<file path="src/flash_pe_pkg.sv">
// Package with register offsets, bit positions, reset values and sizes for the flash program/erase control.
package flash_pe_pkg;
  // Register offsets on the plain register port.
  localparam logic [3:0] ADDR_CTRL_ONE = 4'h0;
  localparam logic [3:0] ADDR_CTRL_TWO = 4'h1;
  localparam logic [3:0] ADDR_BLOCK_ONE = 4'h2;
  localparam logic [3:0] ADDR_BLOCK_TWO = 4'h3;
  localparam logic [3:0] ADDR_STATUS = 4'h4;
  // Control register one bit positions.
  localparam int BIT_PROGRAM = 0;
  localparam int BIT_ERASE = 1;
  localparam int BIT_PROGRAM_VERIFY = 2;
  localparam int BIT_ERASE_VERIFY = 3;
  localparam int BIT_WRITE_ENABLE = 6;
  // Control register two bit positions.
  localparam int BIT_ERASE_SETUP = 1;
  localparam int BIT_PROGRAM_SETUP = 0;
  localparam int BIT_ERROR_FLAG = 7;
  // Status register bit positions.
  localparam int BIT_ST_PROGRAMMING = 0;
  localparam int BIT_ST_ERASING = 1;
  localparam int BIT_ST_MODE_OK = 2;
  localparam int BIT_ST_PAGE_FULL = 3;
  // Reset values of the control and block registers.
  localparam logic [7:0] CTRL_RESET = 8'h00;
  localparam logic [7:0] BLOCK_RESET = 8'h00;
  // Page geometry.
  localparam int PAGE_BYTES = 32;
  localparam logic [7:0] ERASED_BYTE = 8'hFF;
  localparam int FLASH_AW = 16;
  localparam int BLOCKS = 16;
  // Operating mode codes on the mode pins that enable flash.
  localparam logic [1:0] MODE_TWO = 2'h2;
  localparam logic [1:0] MODE_THREE = 2'h3;
endpackage

</file>
<file path="src/flash_page_latch.sv">
// Page latch holding the 32 program bytes and their base address.
`timescale 1ns/10ps
module flash_page_latch (
  input wire logic clk,
  input wire logic rst,
  input wire logic clear,
  input wire logic wr,
  input wire logic [flash_pe_pkg::FLASH_AW-1:0] addr,
  input wire logic [7:0] data,
  output logic [flash_pe_pkg::FLASH_AW-1:0] base,
  output logic [flash_pe_pkg::PAGE_BYTES*8-1:0] bytes,
  output logic full
);
  logic [flash_pe_pkg::FLASH_AW-1:0] base_reg, base_next;
  logic [flash_pe_pkg::PAGE_BYTES*8-1:0] bytes_reg, bytes_next;
  logic [5:0] count_reg, count_next;

  // Store each byte at its page offset; the first write fixes the page base.
  always_comb begin
    base_next = base_reg;
    bytes_next = bytes_reg;
    count_next = count_reg;
    if (clear) begin
      count_next = 6'h00;
      bytes_next = {flash_pe_pkg::PAGE_BYTES{flash_pe_pkg::ERASED_BYTE}};
    end else if (wr && count_reg != 6'(flash_pe_pkg::PAGE_BYTES)) begin
      if (count_reg == 6'h00) begin
        base_next = {addr[flash_pe_pkg::FLASH_AW-1:5], 5'h00};
      end
      bytes_next[addr[4:0]*8 +: 8] = data;
      count_next = count_reg + 6'h01;
    end
  end

  // Register the page state.
  always_ff @(posedge clk) begin
    if (rst) begin
      base_reg <= '0;
      bytes_reg <= {flash_pe_pkg::PAGE_BYTES{flash_pe_pkg::ERASED_BYTE}};
      count_reg <= 6'h00;
    end else begin
      base_reg <= base_next;
      bytes_reg <= bytes_next;
      count_reg <= count_next;
    end
  end

  assign base = base_reg;
  assign bytes = bytes_reg;
  assign full = (count_reg == 6'(flash_pe_pkg::PAGE_BYTES));
endmodule // flash_page_latch

</file>
<file path="src/flash_program_erase_control.sv">
// Flash program and erase control: registers, mode gating, page latch, verify readback and error protection.
// How it works
// - Flash array reads are blocked while write enable is set, outside the verify modes.
// - Two modes, program and erase, entered by setup bit plus mode bit.
// - Device latches 32 consecutive byte writes; software pads with 0xFF.
// - Program runs only while program bit set after program setup.
// - Program verify returns latched address data in 16-bit units.
// - Erase runs only while erase bit set after erase setup.
// - Erase works without prior programming to zero.
// - User program mode only in flash modes 2 and 3.
// - Control bits written from flash code are not guaranteed.
// - Reset and standby clear all control and block registers.
// - Zero in both block registers protects every block.
// - Flash read during program or erase sets error flag, aborts.
//
// Implementation choices: the strobed register port and the register offsets.
`timescale 1ns/10ps
module flash_program_erase_control (
  input wire logic clk,
  input wire logic rst,
  input wire logic standby,
  input wire logic [1:0] mode_pins,
  input wire logic [3:0] reg_addr,
  input wire logic [7:0] reg_wdata,
  input wire logic reg_wr,
  input wire logic reg_rd,
  output logic [7:0] reg_rdata,
  input wire logic flash_wr,
  input wire logic flash_rd,
  input wire logic [flash_pe_pkg::FLASH_AW-1:0] flash_addr,
  input wire logic [7:0] flash_wdata,
  output logic [15:0] flash_rdata,
  output logic flash_rd_blocked,
  input wire logic [15:0] array_rdata,
  output logic [flash_pe_pkg::FLASH_AW-1:0] array_addr,
  output logic array_program,
  output logic array_erase,
  output logic [flash_pe_pkg::BLOCKS-1:0] array_block_sel,
  output logic [flash_pe_pkg::PAGE_BYTES*8-1:0] array_page_data,
  output logic [flash_pe_pkg::FLASH_AW-1:0] array_page_base
);
  // ----------------------------------------------------------------
  // Register state
  // ----------------------------------------------------------------
  // Two control and two block-select registers, the verify address and the read data.
  logic [7:0] ctrl_one_reg, ctrl_one_next;
  logic [7:0] ctrl_two_reg, ctrl_two_next;
  logic [7:0] block_one_reg, block_one_next;
  logic [7:0] block_two_reg, block_two_next;
  logic [flash_pe_pkg::FLASH_AW-1:0] verify_addr_reg, verify_addr_next;
  logic [7:0] rdata_reg, rdata_next;
  logic [15:0] frdata_reg, frdata_next;
  logic [1:0] mode_sync_reg;
  logic mode_ok_reg, mode_ok_next;

  // Decoded control bits, named after the modes that they open.
  logic we, program_setup, erase_setup, prog_on, erase_on, program_verify, erase_verify, err;
  logic page_full;
  logic page_clear, page_wr;
  logic [flash_pe_pkg::FLASH_AW-1:0] page_base;
  logic [flash_pe_pkg::PAGE_BYTES*8-1:0] page_bytes;

  // Decode one register address against a write strobe.
  function automatic logic hit(input logic [3:0] a, input logic [3:0] target, input logic strobe);
    hit = strobe && (a == target);
  endfunction

  // Control bit taps; each is read by several of the gates below.
  assign we = ctrl_one_reg[flash_pe_pkg::BIT_WRITE_ENABLE];
  assign program_setup = ctrl_two_reg[flash_pe_pkg::BIT_PROGRAM_SETUP];
  assign erase_setup = ctrl_two_reg[flash_pe_pkg::BIT_ERASE_SETUP];
  assign program_verify = ctrl_one_reg[flash_pe_pkg::BIT_PROGRAM_VERIFY];
  assign erase_verify = ctrl_one_reg[flash_pe_pkg::BIT_ERASE_VERIFY];
  assign err = ctrl_two_reg[flash_pe_pkg::BIT_ERROR_FLAG];
  // The pulse outputs are decoded from the registers every cycle rather than latched, so that
  // clearing any one of the qualifying bits ends the pulse at the very next edge. The wait
  // times between the steps are kept by software; the hardware only refuses the wrong order.
  // program pulse: program runs only with setup, enable and no error.
  assign prog_on = ctrl_one_reg[flash_pe_pkg::BIT_PROGRAM] && program_setup && we && !err;
  // erase pulse: erase runs only with setup, enable and no error.
  assign erase_on = ctrl_one_reg[flash_pe_pkg::BIT_ERASE] && erase_setup && we && !err;
  // Once the error flag is up both pulses stay low although the bits keep their values; only
  // a reset or standby clears the flag, which keeps a runaway program from restarting a pulse.

  // ----------------------------------------------------------------
  // Mode pin capture
  // ----------------------------------------------------------------
  // Three-stage capture of the mode pins; a change counts once stages two and three agree.
  // The mode pins may move at any time, so the gate below follows only a settled value.
  logic [1:0] mode_s1_reg, mode_s2_reg;
  always_ff @(posedge clk) begin
    if (rst) begin
      mode_s1_reg <= 2'h0;
      mode_s2_reg <= 2'h0;
      mode_sync_reg <= 2'h0;
    end else begin
      mode_s1_reg <= mode_pins;
      mode_s2_reg <= mode_s1_reg;
      mode_sync_reg <= mode_s2_reg;
    end
  end

  // Between changes the gate keeps its last value, so a pin glitch cannot open it.
  // flash modes: only modes two and three open the controls.
  always_comb begin
    mode_ok_next = mode_ok_reg;
    if (mode_s2_reg == mode_sync_reg) begin
      mode_ok_next = (mode_sync_reg == flash_pe_pkg::MODE_TWO) || (mode_sync_reg == flash_pe_pkg::MODE_THREE);
    end
  end

  // ----------------------------------------------------------------
  // Control registers
  // ----------------------------------------------------------------
  // Software writes with mode gating, set-guarding and error capture.
  // code origin: the block cannot see where a write came from, so all writes count alike.
  // A write from code in the flash itself is left to software to avoid; with the array blocked
  // such code could not run on anyway.
  always_comb begin
    ctrl_one_next = ctrl_one_reg;
    ctrl_two_next = ctrl_two_reg;
    block_one_next = block_one_reg;
    block_two_next = block_two_reg;
    if (hit(reg_addr, flash_pe_pkg::ADDR_CTRL_ONE, reg_wr) && mode_ok_reg) begin
      // Bits 7, 5 and 4 do not exist and always read zero.
      ctrl_one_next = reg_wdata & 8'h4F;
      // set guard: program bit needs enable and program setup already on.
      // The guard looks at the enable and setup bits as they stand before this write, so an
      // enable set in the same write does not open the pulse bit.
      if (!(we && program_setup)) begin
        ctrl_one_next[flash_pe_pkg::BIT_PROGRAM] = 1'b0;
      end
      // set guard: erase bit needs enable and erase setup already on.
      if (!(we && erase_setup)) begin
        ctrl_one_next[flash_pe_pkg::BIT_ERASE] = 1'b0;
      end
      // verify modes: verify bits need write enable.
      if (!we && !reg_wdata[flash_pe_pkg::BIT_WRITE_ENABLE]) begin
        ctrl_one_next[flash_pe_pkg::BIT_PROGRAM_VERIFY] = 1'b0;
        ctrl_one_next[flash_pe_pkg::BIT_ERASE_VERIFY] = 1'b0;
      end
    end
    // Setup bits written while the enable is clear fall back to zero.
    if (hit(reg_addr, flash_pe_pkg::ADDR_CTRL_TWO, reg_wr) && mode_ok_reg) begin
      // setup bits: setup bits are writable, the error flag is not.
      ctrl_two_next[flash_pe_pkg::BIT_PROGRAM_SETUP] = reg_wdata[flash_pe_pkg::BIT_PROGRAM_SETUP] && we;
      ctrl_two_next[flash_pe_pkg::BIT_ERASE_SETUP] = reg_wdata[flash_pe_pkg::BIT_ERASE_SETUP] && we;
    end
    // Any pattern is taken; software sets a single bit for each erase.
    // block protect: zero in a block register leaves its blocks protected.
    if (hit(reg_addr, flash_pe_pkg::ADDR_BLOCK_ONE, reg_wr) && mode_ok_reg) begin
      block_one_next = reg_wdata;
    end
    if (hit(reg_addr, flash_pe_pkg::ADDR_BLOCK_TWO, reg_wr) && mode_ok_reg) begin
      block_two_next = reg_wdata;
    end
    // The flag is only ever set here; a software write to control two leaves it untouched.
    // error protection: a flash read during program or erase sets the flag.
    if (flash_rd && (prog_on || erase_on)) begin
      ctrl_two_next[flash_pe_pkg::BIT_ERROR_FLAG] = 1'b1;
    end
  end

  // Standby clears the same control and block registers as reset, the error flag included.
  // reset and standby: both control and both block registers return to reset.
  always_ff @(posedge clk) begin
    if (rst || standby) begin
      ctrl_one_reg <= flash_pe_pkg::CTRL_RESET;
      ctrl_two_reg <= flash_pe_pkg::CTRL_RESET;
      block_one_reg <= flash_pe_pkg::BLOCK_RESET;
      block_two_reg <= flash_pe_pkg::BLOCK_RESET;
    end else begin
      ctrl_one_reg <= ctrl_one_next;
      ctrl_two_reg <= ctrl_two_next;
      block_one_reg <= block_one_next;
      block_two_reg <= block_two_next;
    end
  end

  // Register the mode gate; it stays closed from reset until the pins have settled.
  always_ff @(posedge clk) begin
    if (rst) begin
      mode_ok_reg <= 1'b0;
    end else begin
      mode_ok_reg <= mode_ok_next;
    end
  end

  // ----------------------------------------------------------------
  // Page latch and verify address
  // ----------------------------------------------------------------
  // page latch: byte writes with enable and no mode active fill the page.
  // A write in a setup or verify mode is a dummy write and must not disturb the page, and
  // clearing the enable empties the latch so that the next page starts from all ones.
  assign page_wr = flash_wr && we && !program_verify && !erase_verify && !program_setup && !erase_setup;
  assign page_clear = !we;

  // The page latch keeps the 32 bytes and their base for the array to program.
  flash_page_latch u_page (
    .clk(clk),
    .rst(rst),
    .clear(page_clear),
    .wr(page_wr),
    .addr(flash_addr),
    .data(flash_wdata),
    .base(page_base),
    .bytes(page_bytes),
    .full(page_full)
  );

  // verify address: a dummy write in a verify mode latches the read address.
  // Bit 0 is dropped because verify data come as 16-bit words.
  always_comb begin
    verify_addr_next = verify_addr_reg;
    if (flash_wr && (program_verify || erase_verify)) begin
      verify_addr_next = {flash_addr[flash_pe_pkg::FLASH_AW-1:1], 1'b0};
    end
  end

  // Register the latched verify address.
  always_ff @(posedge clk) begin
    if (rst) begin
      verify_addr_reg <= '0;
    end else begin
      verify_addr_reg <= verify_addr_next;
    end
  end

  // ----------------------------------------------------------------
  // Array side
  // ----------------------------------------------------------------
  // verify read: in verify modes the array is addressed by the latched address.
  // Outside the verify modes the bus address passes straight through to the array.
  assign array_addr = (program_verify || erase_verify) ? verify_addr_reg : flash_addr;
  assign array_program = prog_on;
  assign array_erase = erase_on;
  // direct erase: the selected block goes straight to erase with no preprogramming.
  // no block: with both block registers at zero the select stays all zero while erasing.
  assign array_block_sel = erase_on ? {block_two_reg, block_one_reg} : '0;
  assign array_page_data = page_bytes;
  assign array_page_base = page_base;

  // read block: with write enable set, normal array reads are refused.
  // The verify modes are the one way to read the array while the enable is set.
  assign flash_rd_blocked = we && !program_verify && !erase_verify;

  // Flash read data: 16-bit verify words or normal reads, zero when blocked.
  // A blocked read returns zero rather than stale data, so a read in the wrong mode is plain.
  always_comb begin
    frdata_next = frdata_reg;
    if (flash_rd) begin
      frdata_next = flash_rd_blocked ? 16'h0000 : array_rdata;
    end
  end

  // ----------------------------------------------------------------
  // Register read port
  // ----------------------------------------------------------------
  // Read data for the cycle after the read strobe; unmapped offsets read zero.
  // The status word shows the live pulses, the mode gate and a full page.
  always_comb begin
    rdata_next = 8'h00;
    if (reg_rd) begin
      case (reg_addr)
        flash_pe_pkg::ADDR_CTRL_ONE: rdata_next = ctrl_one_reg;
        flash_pe_pkg::ADDR_CTRL_TWO: rdata_next = ctrl_two_reg;
        flash_pe_pkg::ADDR_BLOCK_ONE: rdata_next = block_one_reg;
        flash_pe_pkg::ADDR_BLOCK_TWO: rdata_next = block_two_reg;
        flash_pe_pkg::ADDR_STATUS: begin
          rdata_next[flash_pe_pkg::BIT_ST_PROGRAMMING] = prog_on;
          rdata_next[flash_pe_pkg::BIT_ST_ERASING] = erase_on;
          rdata_next[flash_pe_pkg::BIT_ST_MODE_OK] = mode_ok_reg;
          rdata_next[flash_pe_pkg::BIT_ST_PAGE_FULL] = page_full;
        end
        default: rdata_next = 8'h00;
      endcase
    end
  end

  // Register both read ports; the flash word holds until the next flash read.
  always_ff @(posedge clk) begin
    if (rst) begin
      rdata_reg <= 8'h00;
      frdata_reg <= 16'h0000;
    end else begin
      rdata_reg <= rdata_next;
      frdata_reg <= frdata_next;
    end
  end

  assign reg_rdata = rdata_reg;
  assign flash_rdata = frdata_reg;
endmodule // flash_program_erase_control

</file>
<file path="config.mk">
export PLATFORM = sky130hd
export DESIGN_NAME = flash_program_erase_control
export DESIGN_NICKNAME = d
export VERILOG_FILES = /design/src/flash_pe_pkg.sv /design/src/flash_page_latch.sv /design/src/flash_program_erase_control.sv
export SDC_FILE = /design/constraint.sdc
export NUM_CORES = 1
export LEC_CHECK = 0
export BUFFER_PORTS_ARGS = -buffer_cell sky130_fd_sc_hd__buf_2
export CAP_MARGIN = 20
export CORE_MARGIN = 2
export CORE_UTILIZATION = 47
export DETAILED_ROUTE_END_ITERATION = 10
export GPL_TIMING_DRIVEN = 1
export HOLD_SLACK_MARGIN = 0.05
export PLACE_DENSITY = 0.87
export SLEW_MARGIN = 20
export SYNTH_ARGS = -nofsm -noshare
export SYNTH_HDL_FRONTEND = slang
export SYNTH_SLANG_ARGS = --single-unit
</file>
<file path="constraint.sdc">
create_clock -name clk -period 3.9 [get_ports clk]
set_input_delay 0.975 -clock clk [delete_from_list [all_inputs] [get_ports clk]]
set_output_delay 0.975 -clock clk [all_outputs]
set_load 0.005 [all_outputs]
</file>
Yosys cells after proc, flatten, opt, wreduce, memory -nomap -nowiden
Index checks and enable logic that the tools add are counted.

operators by class
  shifts and indexed selects = 2
  reductions and logical operators = 45
  mux-type cells = 9
  equal/unequal tests = 9
  bitwise operators = 2
  add/subtract/negate cells = 2

operator list
  kind                      number
  $bwmux 256                1
  $shift 8x34->256 const A  1
  $shiftx 8x34->256         1
  $mux 16                   3
  $neg 8->34                1
  $logic_and 1x1->1         29
  $pmux 4 s5                1
  $pmux 4 s4                1
  $eq 4x2->1 const B        2
  $logic_not 1->1           7
  $add 6x1->6 const B       1
  $eq 6x6->1 const B        1
  $logic_not 6->1           1
  $ne 6x6->1 const B        1
  $eq 2x2->1 const B        2
  $eq 4x1->1 const B        1
  $eq 4x3->1 const B        1
  $logic_not 4->1           1
  $logic_or 1x1->1          4
  $reduce_or 2->1           2
  $reduce_and 3->1          1
  $eq 2x2->1                1
  $mux 1                    2
  $mux 2                    1
  $not 1->1                 2

word-level totals
  flip-flop bits (word level) = 343
  output and inout port bits = 331
  input port bits = 61
  logic and storage cells = 84

Longest topological paths before layout
  word-level depth = 7
  depth in mapped cells = 15
  gate-level depth less buffers = 10

By module
Synthesis repeated with hierarchy kept, for this count alone.

second synthesis, totals
  cells, all modules = 1,432
  area total of the unflattened synthesis = 14,007.2 um^2

modules (own cells, without submodules)
  module                       cells an instance  area each (um^2)  seq. area each (um^2)  times used
  flash_page_latch             1,080              10,856.7          5,465.2                1
  flash_program_erase_control  352                3,150.5           1,401.3                1

Worst setup path after synthesis
Ideal clock, no wire load.

  kind = input port to flip-flop
  start point = input flash_addr[0] (netlist bit)
  end point = register u_page.bytes_reg, in the netlist u_page.bytes[160]
  arrival time = 3,845 ps
  slack = -67 ps
  cell stages on the path = 15
  data required time = 3,778 ps
  path buffers = 6
  setup time = 122 ps
  cell sequence = buf_6 > clkbuf_1 > inv_1 > ha_1 > buf_2 > nand2b_1 > nor2_1 > ha_1 > clkbuf_1 > or3_1 > buf_2 > nor4_4 > buf_6 > nand2_4 > a221o_1

between the ends
  cells in the longest elaborated chain, start to end = 3
  elaborated cells on any way between the ends = 4
  those cells by class = add/sub (1); shift (2); mux (1)

RTL lines
  item                                                          RTL line                           RTL
  start: declaration                                            flash_program_erase_control.sv:30  input wire logic [flash_pe_pkg::FLASH_AW-1:0] flash_addr,
  $neg 8->34 (*)                                                flash_page_latch.sv:30             bytes_next[addr[4:0]*8 +: 8] = data;
  $shiftx 8x34->256 / $shift 8x34->256 (equally long branches)  flash_page_latch.sv:30
  $bwmux 256 (*)                                                flash_page_latch.sv:30
  end signal: assignment                                        flash_page_latch.sv:39             bytes_reg <= {flash_pe_pkg::PAGE_BYTES{flash_pe_pkg::ERASED_BYTE}};
  end signal: assignment                                        flash_page_latch.sv:43             bytes_reg <= bytes_next;
  end: declaration                                              flash_page_latch.sv:15             logic [flash_pe_pkg::PAGE_BYTES*8-1:0] bytes_reg, bytes_next;

Mark *: on every way between the ends. The rest lies on a longest branch, timed or not.
A chain may end at the register's enable or synchronous reset.

Worst setup path in the final report
  start point = input flash_addr[0] (netlist bit)
  end point = register u_page.bytes_reg, in the netlist u_page.bytes[15]

The elaborated chain is that of the path after synthesis.

==> metrics.yaml <==
slew_headroom: 0.366
syn-mean-instance-area_um2: 9.17
start_util: 0.477
grt_util_all_layers: 0.282
cp-start-kind: "input port"
crit_type: "input port to flop"
finalHoldViolCount: 0
grt_pass1_vias: 12511
synth-seq-area-share: 0.503
clk_pin_slew_worst_paths_ps: 60
clock_skew_ps: 13.6
slowest_stage: "nor4_4"
status: "completed"
grt_max_degree: 143
die_y_um: 174
drc: 0
postPlaceCellArea_um2: 15900
place_congestion: 0.869
fp.dieW_um: 174
cap_violations: 0
synthDistinctLibCells: 63
tns_ps: 0
critPathRequiredTime_ps: 4300
layout_common_cells: "buf_2, dfxtp_1, nand2_1, nor2_1, o211ai_1"
yosysWarnings: 0
dpl_worst_slack_ps: 43.0
area_growth_pct: 26.4
htree_levels: 2
min_to: "mode_s2_reg[1]"
final_common_cell: "buf_2"
fin_ws_ps: 550
cp-end-kind: "flop"
worstPathArrival_ps: 3750
power.leakage_nw: 6.57
powerDensity_nw_per_um2: 442
wire_per_inst_um: 19.9
finalSetupViolations: 0
grt_pass1_wl_mm: 68.7
cts_resized: 0
grt_setup_unrepaired: "no"
min_period_over_period: 0.859
fp.coreArea_um2: 28600
clk_path_buf_depth: 3
firstDrtPassIters: 7
ios: 392
wl_mm: 44.6
num_vias: 13052
fin_nets: 1894
rows: 62
postCtsSetupRepairBufs: 0
r2r_start: "ctrl_one_reg[2]"
ant_nets: 0
cts_buffers: 36
reg2reg_to: "u_page.bytes[74]"
r2r_cells: 6
min_period_ps: 3350
hp-start: "mode_s1_reg[1]"
cts_hold_buf: 0
peakVddDrop_v: 0.000311
viasPerCell: 5.82
clock-sinks: 343
path_cells: "buf_2 -> inv_1 -> ha_1 -> nand2b_1 -> nor2_1 -> ha_1 -> inv_1 -> or3_1 -> nor4_4 -> nand2_1 -> a221o_1"
rrSetupSlack_ps: 1010
place_hpwl_mm: 31.7
overflow: 0
slew_viol_final: 0
largest_reg_flops: 256
grt_antenna_before_repair: 2
drtIter0Drc: 1294
fillCellCount: 2383
drive_gt1_frac: 0.301
cts_root_buf: "clkbuf_16"
placement.io_buffers: 386
dieArea_um2: 30400
hold_path.class: "flop to flop"
final_area_um2: 17200
max_clock_freq_ghz: 0.298
worstMarginPinSlew_ps: 949
cts_tree: "built"
ys_ff_latch: 343
ys.flop_type: "dfxtp_1"
postSynthCellCount: 1488
cp_max_fo: 8
whs_path_depth: 1
synthArstFlopShare: 0
synth_edf_count: 0
syn_area_um2: 13600
cpPeakStageDelay_ps: 450
clk_latency_ps: 520
report_power, final:
group	switching (mW)	total [mW]	internal, mW
clock	1.42	3.72	2.30
sequential	0.00565	3.52	3.51
combinational	0.278	0.391	0.113
stage by stage:
| stage | power, mW | std cells | util | hold WS [ps] |
|---|---|---|---|---|
| finish | 7.63 | 2242 | 0.603 | 435 |
| global placement | 3.97 | 2174 | 0.557 | 423 |
| detailed placement | 3.98 | 2174 | 0.557 | 428 |
| global route | 7.82 | 2240 | 0.602 | 455 |
| floorplan | 3.81 | 1492 | - | 414 |
| CTS | 7.67 | 2238 | 0.602 | 442 |
layer usage:
metal  track usage  part of all wire  up-vias  wire length [um]
met5             0                 0        -                 0
met4         0.136             0.046        0              2060
met3        0.0608             0.086      141              3830
met2         0.478              0.48      720             21300
met1         0.341              0.39     6196             17500
li1              -                 -     5995                 -
critical path: cells and delay by family:
| family | cells | cell delay (ps) |
|---|---|---|
| buffers and inverters | 3 | 260 |
| adders and majority gates | 2 | 640 |
| AOI/OAI and AO/OA | 1 | 430 |
| and+or+nand+nor | 5 | 1450 |
final cells by class:
cell class | instances | area (um2) | area share
diodes | 3 | 7.51 | 0.000435
clock buffers | 48 | 1050 | 0.0608
clock inverters | 16 | 251 | 0.0146
inverters | 8 | 30.0 | 0.00174
multi-input cells | 999 | 6180 | 0.358
flip-flops and latches | 343 | 6870 | 0.398
well taps | 384 | 480 | 0.0279
repair buffers | 441 | 2380 | 0.138
synthesized netlist by cell type (3+ instances only):
| cell type | instances | area share |
|---|---|---|
| or2_2 | 9 | 0.0041 |
| or3_1 | 4 | 0.0018 |
| mux2_2 | 19 | 0.016 |
| o21ai_0 | 79 | 0.029 |
| nand2b_1 | 10 | 0.0046 |
| inv_1 | 8 | 0.0022 |
| nor2_1 | 131 | 0.036 |
| buf_1 | 3 | 0.00083 |
| a21oi_1 | 94 | 0.034 |
| buf_6 | 3 | 0.0025 |
| buf_2 | 20 | 0.0073 |
| o2111a_1 | 3 | 0.0025 |
| a31oi_1 | 8 | 0.0037 |
| nand4_1 | 10 | 0.0046 |
| ha_1 | 4 | 0.0037 |
| nand2_1 | 186 | 0.051 |
| clkbuf_2 | 8 | 0.0029 |
| o211ai_1 | 101 | 0.056 |
| dfxtp_1 | 343 | 0.50 |
| and2_1 | 28 | 0.013 |
| xnor2_1 | 6 | 0.0039 |
| nor2b_1 | 52 | 0.024 |
| buf_4 | 8 | 0.0044 |
| nor4_1 | 7 | 0.0032 |
| a22oi_1 | 4 | 0.0022 |
| mux2i_1 | 48 | 0.035 |
| clkbuf_1 | 100 | 0.028 |
| nand3_1 | 25 | 0.0092 |
| a221o_1 | 86 | 0.063 |
| o311ai_0 | 3 | 0.0019 |
| o2111ai_1 | 5 | 0.0032 |
| nor3_1 | 32 | 0.012 |
how the worst max path moves through the flow:
stage,startpoint,end,slack (ps),cells after the start
3_5_place_dp,flash_addr[0],u_page.bytes[15],40,11
3_3_place_gp,flash_addr[0],u_page.bytes[14],180,11
6_report,flash_addr[0],u_page.bytes[15],550,11
2_1_floorplan,flash_addr[0],u_page.bytes[160],70,15
5_1_grt,flash_addr[0],u_page.bytes[15],420,11
4_1_cts,flash_addr[0],u_page.bytes[15],570,11
kinds of logic after synthesis:
kind of cell    Yosys count  synth area share
compound gates          395             0.204
mux                      69            0.0542
xor+xnor                  7           0.00449
simple gates            519             0.182
fa+ha+maj                 4           0.00367
other cells               1          0.000275
flops                   343             0.503
buf+inv                 150            0.0477
Power figures use the tool's default switching activity.
